<file path="config.mk">
export PLATFORM = sky130hd
export DESIGN_NAME = stp_self_test_cmd
export DESIGN_NICKNAME = d
export VERILOG_FILES = /design/src/stp_pkg.sv /design/src/stp_eng_if.sv /design/src/stp_test_engine.sv /design/src/stp_self_test_cmd.sv
export VERILOG_INCLUDE_DIRS = /design/src
export SDC_FILE = /design/constraint.sdc
export NUM_CORES = 1
export LEC_CHECK = 0
export ABC_AREA = 1
export BUFFER_PORTS_ARGS = -buffer_cell sky130_fd_sc_hd__buf_2
export CORE_MARGIN = 1.5
export CORE_UTILIZATION = 63
export CTS_CLUSTER_DIAMETER = 100
export DETAILED_ROUTE_END_ITERATION = 8
export PLACE_DENSITY = 0.95
export SYNTH_ARGS = -nofsm -noshare
export SYNTH_HDL_FRONTEND = slang
export SYNTH_SLANG_ARGS = --single-unit
</file>
<file path="constraint.sdc">
create_clock -name pclk -period 4.24 [get_ports pclk]
set_input_delay 0.636 -clock pclk [delete_from_list [all_inputs] [get_ports pclk]]
set_output_delay 0.636 -clock pclk [all_outputs]
set_load 0.005 [all_outputs]
</file>
<file path="src/stp_regs.svh">
// register offsets, field positions, codes and timing for the self-test command block
// assumes a 12-bit apb byte address and a 50 ns pclk
`ifndef STP_REGS_SVH
`define STP_REGS_SVH

// ************************************************************
// register byte offsets
// ************************************************************
`define STP_OFF_CMD 12'h000
`define STP_OFF_CPL 12'h004
`define STP_OFF_LOG 12'h008
`define STP_OFF_OPT 12'h00C
`define STP_OFF_INT_ST 12'h010
`define STP_OFF_INT_MASK 12'h014
`define STP_OFF_STATE 12'h018

// ************************************************************
// field positions
// ************************************************************
`define STP_STC_MSB 3
`define STP_STC_LSB 0
`define STP_CPL_SC_LSB 0
`define STP_CPL_SCT_LSB 8
`define STP_CPL_POSTED_BIT 16
`define STP_LOG_CUR_LSB 0
`define STP_LOG_RES_LSB 8
`define STP_LOG_RES_STC_LSB 12
`define STP_OPT_BIT 0
`define STP_INT_CPL_BIT 0
`define STP_INT_DONE_BIT 1
`define STP_STATE_BUSY_BIT 0
`define STP_STATE_RUN_BIT 1
`define STP_STATE_SUBSYS_BIT 2

// ************************************************************
// codes
// ************************************************************
`define STP_STC_SHORT 4'h1
`define STP_STC_EXT 4'h2
`define STP_STC_VENDOR 4'hE
`define STP_STC_ABORT 4'hF
`define STP_SC_SUCCESS 8'h00
`define STP_SC_INVALID_FIELD 8'h02
`define STP_SC_IN_PROGRESS 8'h1D
`define STP_SCT_GENERIC 3'h0
`define STP_SCT_CMD 3'h1
`define STP_CUR_IDLE 4'h0
`define STP_RES_PASS 4'h0
`define STP_RES_ABORTED 4'h1

// ************************************************************
// reset values and timing
// ************************************************************
`define STP_OPT_RST 1'h0
`define STP_MASK_RST 2'h0
`define STP_CLK_NS 50
`define STP_SHORT_US 1000
`define STP_EXT_US 10000

`endif

</file>
<file path="src/stp_pkg.sv">
// types shared by the self-test command block and its test engine
// assumes stp_regs.svh for all numeric constants
package stp_pkg;

  typedef enum logic [3:0] {
    st_idle,
    st_decode,
    st_validate,
    st_set_stat,
    st_start,
    st_abort_stop,
    st_abort_log,
    st_abort_stat,
    st_post
  } stp_fsm_t;

  typedef struct packed {
    stp_fsm_t fsm;
    logic [31:0] dw10;
    logic [7:0] sc;
    logic [2:0] sct;
    logic cpl_posted;
    logic [3:0] cur_status;
    logic [3:0] new_result;
    logic [3:0] new_stc;
    logic opt0;
    logic [1:0] int_st;
    logic [1:0] int_mask;
    logic [31:0] prdata;
    logic pready;
    logic pslverr;
    logic irq;
    logic cpl_post;
    logic busy_s1;
    logic busy_s2;
    logic eng_start;
    logic eng_ext;
    logic eng_abort;
  } stp_top_state_t;

  typedef struct packed {
    logic running;
    logic done;
    logic [31:0] cnt;
    logic [31:0] limit;
  } stp_eng_state_t;

endpackage

</file>
<file path="src/stp_eng_if.sv">
// control link between the command sequencer and the test engine
// assumes both ends run on the same pclk
`timescale 1ns/1ps
interface stp_eng_if;
  logic start;
  logic ext;
  logic abort;
  logic running;
  logic done;

  modport ctl
  (
    output start,
    output ext,
    output abort,
    input running,
    input done
  );

  modport eng
  (
    input start,
    input ext,
    input abort,
    output running,
    output done
  );
endinterface

</file>
<file path="src/stp_test_engine.sv">
// self-test engine: runs a short or extended test for a fixed cycle count
// assumes start and abort are one-cycle pulses from the sequencer
`timescale 1ns/1ps
module stp_test_engine
#(
  parameter int unsigned SHORT_CYCLES = 20000,
  parameter int unsigned EXT_CYCLES = 200000
)
(
  input wire logic pclk,
  input wire logic presetn,
  stp_eng_if.eng eng
);

  stp_pkg::stp_eng_state_t r;
  stp_pkg::stp_eng_state_t n;

  if (SHORT_CYCLES < 1 || EXT_CYCLES < 1)
  begin : g_bad_len
    $error("test lengths must be at least one cycle");
  end

  // ************************************************************
  // next state
  // ************************************************************
  always_comb
  begin
    n = r;
    n.done = 1'b0;
    if (r.running && eng.abort)
    begin
      // abort beats a finish in the same cycle: no pass entry
      n.running = 1'b0;
    end
    else if (r.running)
    begin
      if (r.cnt == r.limit)
      begin
        n.running = 1'b0;
        n.done = 1'b1;
      end
      else
      begin
        n.cnt = r.cnt + 32'h00000001;
      end
    end
    else if (eng.start)
    begin
      n.running = 1'b1;
      n.cnt = 32'h00000001;
      n.limit = eng.ext ? 32'(EXT_CYCLES) : 32'(SHORT_CYCLES);
    end
  end

  always_ff @(posedge pclk or negedge presetn)
  begin
    if (!presetn)
    begin
      r <= '0;
    end
    else
    begin
      r <= n;
    end
  end

  assign eng.running = r.running;
  assign eng.done = r.done;

endmodule

</file>
<file path="src/stp_self_test_cmd.sv">
// self-test admin command sequencer with apb register access
// assumes an apb master on pclk and a pin that flags a test elsewhere in the subsystem
//
// Summary of operation
// test running and short or extended requested: reject with in-progress status
// in-progress status code value is 1Dh
// abort honoured if option bit 0 clear, or set and test runs here
// honoured abort: stop test, write newest result, status 0h, complete successfully
// idle short request: validate, status 1h, start test, complete successfully
// idle extended request: validate, status 2h, start test, complete successfully
// idle abort request completes successfully and leaves the log unchanged
// vendor code completes successfully with no test action
// option bit 0 clear: judge running locally; set: judge across subsystem
// completion posted only after all actions of the case are done
// test code sits in dword 10 bits 3:0; 0h and 3h-Dh reserved
// reserved test code rejected as invalid field, log unchanged
//
// The APB slave port and the address map were chosen for this implementation.
`timescale 1ns/1ps
`include "stp_regs.svh"
module stp_self_test_cmd
#(
  parameter int unsigned SHORT_CYCLES = (`STP_SHORT_US * 1000) / `STP_CLK_NS,
  parameter int unsigned EXT_CYCLES = (`STP_EXT_US * 1000) / `STP_CLK_NS
)
(
  input wire logic pclk,
  input wire logic presetn,
  input wire logic psel,
  input wire logic penable,
  input wire logic pwrite,
  input wire logic [11:0] paddr,
  input wire logic [31:0] pwdata,
  output logic [31:0] prdata,
  output logic pready,
  output logic pslverr,
  output logic irq,
  output logic cpl_post,
  input wire logic subsys_busy_pin
);

  stp_pkg::stp_top_state_t r;
  stp_pkg::stp_top_state_t n;
  logic setup;
  logic wr_acc;
  logic in_prog;
  logic [1:0] int_set;
  logic [1:0] int_clr;
  logic [3:0] self_test_code;

  stp_eng_if eng ();

  stp_test_engine #(
    .SHORT_CYCLES(SHORT_CYCLES),
    .EXT_CYCLES(EXT_CYCLES)
  ) u_engine (
    .pclk(pclk),
    .presetn(presetn),
    .eng(eng)
  );

  // ************************************************************
  // helpers
  // ************************************************************
  function automatic logic [3:0] stc_of(input logic [31:0] dw10);
    stc_of = dw10[`STP_STC_MSB:`STP_STC_LSB];
  endfunction

  function automatic logic stc_reserved(input logic [3:0] code);
    stc_reserved = !(code == `STP_STC_SHORT || code == `STP_STC_EXT ||
                     code == `STP_STC_VENDOR || code == `STP_STC_ABORT);
  endfunction

  assign setup = psel && !penable && !r.pready;
  assign wr_acc = psel && penable && r.pready && pwrite && !r.pslverr;
  assign self_test_code = stc_of(r.dw10);
  // local engine only, or any controller when option bit 0 is set
  assign in_prog = eng.running || (r.opt0 && r.busy_s2);

  // ************************************************************
  // next state
  // ************************************************************
  always_comb
  begin
    n = r;
    int_set = 2'h0;
    int_clr = 2'h0;
    n.busy_s1 = subsys_busy_pin;
    n.busy_s2 = r.busy_s1;
    n.eng_start = 1'b0;
    n.eng_abort = 1'b0;
    n.cpl_post = 1'b0;
    n.pready = setup;

    // apb setup: prepare answer for the access cycle
    if (setup)
    begin
      n.pslverr = 1'b0;
      n.prdata = 32'h00000000;
      case (paddr)
        `STP_OFF_CMD:
        begin
          n.prdata = r.dw10;
          n.pslverr = pwrite && (r.fsm != stp_pkg::st_idle);
        end
        `STP_OFF_CPL:
        begin
          n.prdata[`STP_CPL_SC_LSB +: 8] = r.sc;
          n.prdata[`STP_CPL_SCT_LSB +: 3] = r.sct;
          n.prdata[`STP_CPL_POSTED_BIT] = r.cpl_posted;
        end
        `STP_OFF_LOG:
        begin
          n.prdata[`STP_LOG_CUR_LSB +: 4] = r.cur_status;
          n.prdata[`STP_LOG_RES_LSB +: 4] = r.new_result;
          n.prdata[`STP_LOG_RES_STC_LSB +: 4] = r.new_stc;
        end
        `STP_OFF_OPT: n.prdata[`STP_OPT_BIT] = r.opt0;
        `STP_OFF_INT_ST: n.prdata[1:0] = r.int_st;
        `STP_OFF_INT_MASK: n.prdata[1:0] = r.int_mask;
        `STP_OFF_STATE:
        begin
          n.prdata[`STP_STATE_BUSY_BIT] = (r.fsm != stp_pkg::st_idle);
          n.prdata[`STP_STATE_RUN_BIT] = eng.running;
          n.prdata[`STP_STATE_SUBSYS_BIT] = r.busy_s2;
        end
        default: n.pslverr = 1'b1;
      endcase
    end
    else if (r.pready)
    begin
      n.pslverr = 1'b0;
      n.prdata = 32'h00000000;
    end

    // natural end of a test
    if (eng.done)
    begin
      n.new_result = `STP_RES_PASS;
      n.new_stc = r.cur_status;
      n.cur_status = `STP_CUR_IDLE;
      int_set[`STP_INT_DONE_BIT] = 1'b1;
    end

    // ************************************************************
    // command sequencer
    // ************************************************************
    case (r.fsm)
      stp_pkg::st_idle:
      begin
        n.fsm = stp_pkg::st_idle;
      end
      stp_pkg::st_decode:
      begin
        n.fsm = stp_pkg::st_post;
        n.sc = `STP_SC_SUCCESS;
        n.sct = `STP_SCT_GENERIC;
        case (self_test_code)
          `STP_STC_SHORT, `STP_STC_EXT:
          begin
            if (in_prog)
            begin
              n.sc = `STP_SC_IN_PROGRESS; // see
              n.sct = `STP_SCT_CMD;
            end
            else
            begin
              n.fsm = stp_pkg::st_validate; // see
            end
          end
          `STP_STC_VENDOR:
          begin
            n.fsm = stp_pkg::st_post;
          end
          `STP_STC_ABORT:
          begin
            // with bit 0 set, a test on another controller is not ours to stop
            if (in_prog && (!r.opt0 || eng.running))
            begin
              n.fsm = stp_pkg::st_abort_stop;
            end
            else
            begin
              n.fsm = stp_pkg::st_post;
            end
          end
          default:
          begin
            n.sc = `STP_SC_INVALID_FIELD;
          end
        endcase
      end
      stp_pkg::st_validate:
      begin
        // only the test code carries parameters here
        n.fsm = stp_pkg::st_set_stat;
      end
      stp_pkg::st_set_stat:
      begin
        n.cur_status = self_test_code; // see
        n.fsm = stp_pkg::st_start;
      end
      stp_pkg::st_start:
      begin
        n.eng_start = 1'b1;
        n.eng_ext = (self_test_code == `STP_STC_EXT);
        n.fsm = stp_pkg::st_post;
      end
      stp_pkg::st_abort_stop:
      begin
        n.eng_abort = 1'b1;
        n.fsm = stp_pkg::st_abort_log;
      end
      stp_pkg::st_abort_log:
      begin
        n.new_result = `STP_RES_ABORTED;
        n.new_stc = r.cur_status;
        n.fsm = stp_pkg::st_abort_stat;
      end
      stp_pkg::st_abort_stat:
      begin
        n.cur_status = `STP_CUR_IDLE;
        n.fsm = stp_pkg::st_post;
      end
      stp_pkg::st_post:
      begin
        n.cpl_post = 1'b1;
        n.cpl_posted = 1'b1;
        int_set[`STP_INT_CPL_BIT] = 1'b1;
        n.fsm = stp_pkg::st_idle;
      end
      default:
      begin
        n.fsm = stp_pkg::st_idle;
      end
    endcase

    // apb writes take effect at the access edge
    if (wr_acc)
    begin
      case (paddr)
        `STP_OFF_CMD:
        begin
          n.dw10 = pwdata;
          n.cpl_posted = 1'b0;
          n.fsm = stp_pkg::st_decode;
        end
        `STP_OFF_OPT: n.opt0 = pwdata[`STP_OPT_BIT];
        `STP_OFF_INT_ST: int_clr = pwdata[1:0];
        `STP_OFF_INT_MASK: n.int_mask = pwdata[1:0];
        default: n.opt0 = r.opt0;
      endcase
    end

    // set wins over a clear in the same cycle
    n.int_st = (r.int_st & ~int_clr) | int_set;
    n.irq = |(n.int_st & n.int_mask);
  end

  always_ff @(posedge pclk or negedge presetn)
  begin
    if (!presetn)
    begin
      r <= '0;
      r.fsm <= stp_pkg::st_idle;
      r.opt0 <= `STP_OPT_RST;
      r.int_mask <= `STP_MASK_RST;
      r.cur_status <= `STP_CUR_IDLE;
    end
    else
    begin
      r <= n;
    end
  end

  assign eng.start = r.eng_start;
  assign eng.ext = r.eng_ext;
  assign eng.abort = r.eng_abort;
  assign prdata = r.prdata;
  assign pready = r.pready;
  assign pslverr = r.pslverr;
  assign irq = r.irq;
  assign cpl_post = r.cpl_post;
endmodule

</file>
==> impl_metrics.yaml <==
route:
  drt-initial-drc-count: 885
  drtPass1Iterations: 6
  antenna_left: 0
  wire_per_inst_um: 15.6
  drc: 0
  dr_total_vias: 6635
  routed_wl_um: 18000
  vias_per_cell: 5.74
power:
  power_mw: 2.79
  pwr-share-comb_pct: 3.0
  power.share.clock_pct: 52.0
  vdd_drop_max_uv: 226
  p_leak_nw: 3.96
  seqPwrFrac_pct: 45.0
  powerDensity_nw_per_um2: 359
  p_sw_share_pct: 24.3
  p_int_mw: 2.11
  power_switching_mw: 0.677
timing:
  period_share_pct: 65.4
  drv_slew: 0
  tightest_slew_ns: 1.10
  timing.fmax_mhz: 361
  fin_crit_ns: 2.77
  slew_headroom_pct: 26.6
  tns_ns: 0
  hold_ws_ns: 0.205
  setup_viol: 0
  worst_slack_ns: 1.47
  hold_violations: 0
  rsz0062_at_grt: "no"
  fin_skew_ns: 0.00526
logic_synthesis:
  ys.warnings.count: 0
  yosysUniqueCellTypes: 27
  synth.net_count: 1006
  synth_seq_area_share_pct: 47.4
  syn_avg_cell_area_um2: 7.25
  synth_seq_cells: 131
  synthCells: 954
  syn_area_um2: 6920
critical_path:
  crit_chain: "buf_2 -> nor2_1 -> nand2_1 -> nor2_4 -> nand2_2 -> inv_2 -> nand2_2 -> nor2_1 -> a21oi_1"
  path_class: "in2reg"
  worstPathRequired_ns: 4.60
  critPathCaptureType: "flop"
  cp_num_buf_inv: 2
  critical_path.top_delay_family: "simple AND/OR/NAND/NOR gates"
  path_max_fanout: 61
  slowest_delay_ns: 0.66
  crit_arrival_ns: 3.14
  startpoint_type: "input port"
  slowest_stage: "nand2_2"
layout:
  largest_reg_flops: 54
  syn2layout_area_growth_pct: 12.3
  top_register: "r"
  drive_gt1_share_pct: 13.0
  final_cells: 1156
  nets: 1054
floorplan:
  core-area_um2: 10800
  fp.dieH_um: 108
  die_area_um2: 11600
  rows: 38
  start_util_pct: 64.1
  die_w_um: 108
  ios: 86
global_routing:
  gr-total-overflow: 0
  grt_first_pass_wirelength_um: 28800
  use_met2_pct: 52.2
  busiest_layer: "met2"
  track_usage_pct: 32.2
  grt_util_met3_pct: 7.26
  grt_pass1_vias: 6196
  grt_max_degree: 69
  globalRouteMet1Util_pct: 40.5
  antenna_found_initial: 1
cts:
  cts_resized: 0
  cts_tree: "done"
  cts_setup_buffers: 0
  root_buffer: "clkbuf_8"
  cts_hold_buf: 0
  clockBufferDepth: 2
  cts_made_buffers: 17
  clock_latency_ns: 0.54
  cts_sinks: 131
  clk_pin_slew_ns: 0.06
  h-tree-depth: 4
flow_run:
  cap_viol_max_count: 0
placement:
  io_buffers: 85
  dp_slack_ns: 1.11
  placedCellCount: 1123
  dp_hpwl_um: 11500
  place_congestion: 1.01
worst_hold_path:
  hp-class: "in2async"
status:
  status: "finished clean"
-- cell usage after synthesis (all sizes together) --
master	number	area (µm²)
or2	3	18.8
xnor2	1	8.76
o21bai	3	22.5
nand3	82	410
a21oi	33	165
o211ai	3	22.5
a21boi	1	7.51
nand4	3	18.8
clkbuf	10	37.5
ha	2	25.0
o31ai	16	120
o22ai	9	56.3
buf	49	340
nand2	302	1140
nor2	143	549
inv	104	390
xor2	3	26.3
nor3	1	5.00
o21ai	55	275
dfrtp	131	3280
-- cell usage in the layout (no fill, tap or decap) --
master,instances
nand2_2,3
nor2_1,140
diode_2,1
o21ai_0,43
buf_2,84
nor2_2,2
clkbuf_16,16
nand3_1,82
clkinv_4,3
nor2_4,1
clkbuf_8,3
inv_1,102
o22ai_1,9
a21boi_1,1
a21oi_1,32
inv_6,3
buf_4,3
ha_1,2
inv_8,4
nor3_1,1
xnor2_1,1
clkinv_2,1
bufinv_16,1
o21ai_1,12
or2_2,3
o21bai_1,3
inv_2,2
o31ai_1,16
clkinvlp_4,1
xor2_1,3
dfrtp_1,131
o211ai_1,3
nand2_1,299
buf_12,1
a21oi_2,1
nand4_1,3
-- power groups by stage --
stage | Sequential [mW] | Combinational (mW) | Clock, mW
2_1_floorplan | 1.28 | 0.0223 | 0
3_3_place_gp | 1.28 | 0.0803 | 0
3_5_place_dp | 1.28 | 0.0829 | 0
4_1_cts | 1.26 | 0.0836 | 1.44
5_1_grt | 1.25 | 0.0928 | 1.51
6_report | 1.26 | 0.0832 | 1.45
-- worst paths after layout --
| kind | start | cells after the start | endpoint | slack [ns] |
|---|---|---|---|---|
| worst min-delay path | presetn | 1 | u_engine.r[60] | 0.21 |
| min in group pclk | subsys_busy_pin | 1 | n[3] | 0.21 |
| worst max-delay path | paddr[7] | 9 | r[86] | 1.47 |
| worst max register to register | pready | 5 | r[86] | 1.50 |
| max in group asynchronous | presetn | 2 | pslverr | 3.22 |
| worst min register to register | n[3] | 0 | r[3] | 0.36 |
-- metrics by stage --
stage / cell area, µm² / utilization (%)
final: 7770 / 72.0
after global routing: 7770 / 72.0
after floorplan: 6920 / -
after CTS: 7760 / 71.9
after global placement: 7180 / 66.6
after detailed placement: 7180 / 66.6
-- area by class of cell --
| type | instances | area [µm²] |
|---|---|---|
| Tap cell | 140 | 175 |
| Multi-Input combinational cell | 660 | 2880 |
| Clock inverter | 13 | 140 |
| Inverter | 104 | 390 |
| Fill cell | 760 | 3030 |
| Antenna cell | 1 | 2.50 |
| Sequential cell | 131 | 3280 |
| Timing Repair Buffer | 88 | 463 |
| Clock buffer | 19 | 442 |
-- layer usage --
layer,vias to the layer above,share of wire [%]
li1,3074,-
met1,3041,39
met2,432,48
met3,88,8.8
met4,0,4.4
met5,-,0
-- cell families after synthesis --
family / after synthesis / share of synthesized area (%)
compound gates: 120 / 9.67
flops: 131 / 47.4
xor+xnor: 4 / 0.506
buf+inv: 163 / 11.1
simple gates: 534 / 31.0
fa+ha+maj: 2 / 0.362
No activity file was read; power rests on OpenSTA's default activity.
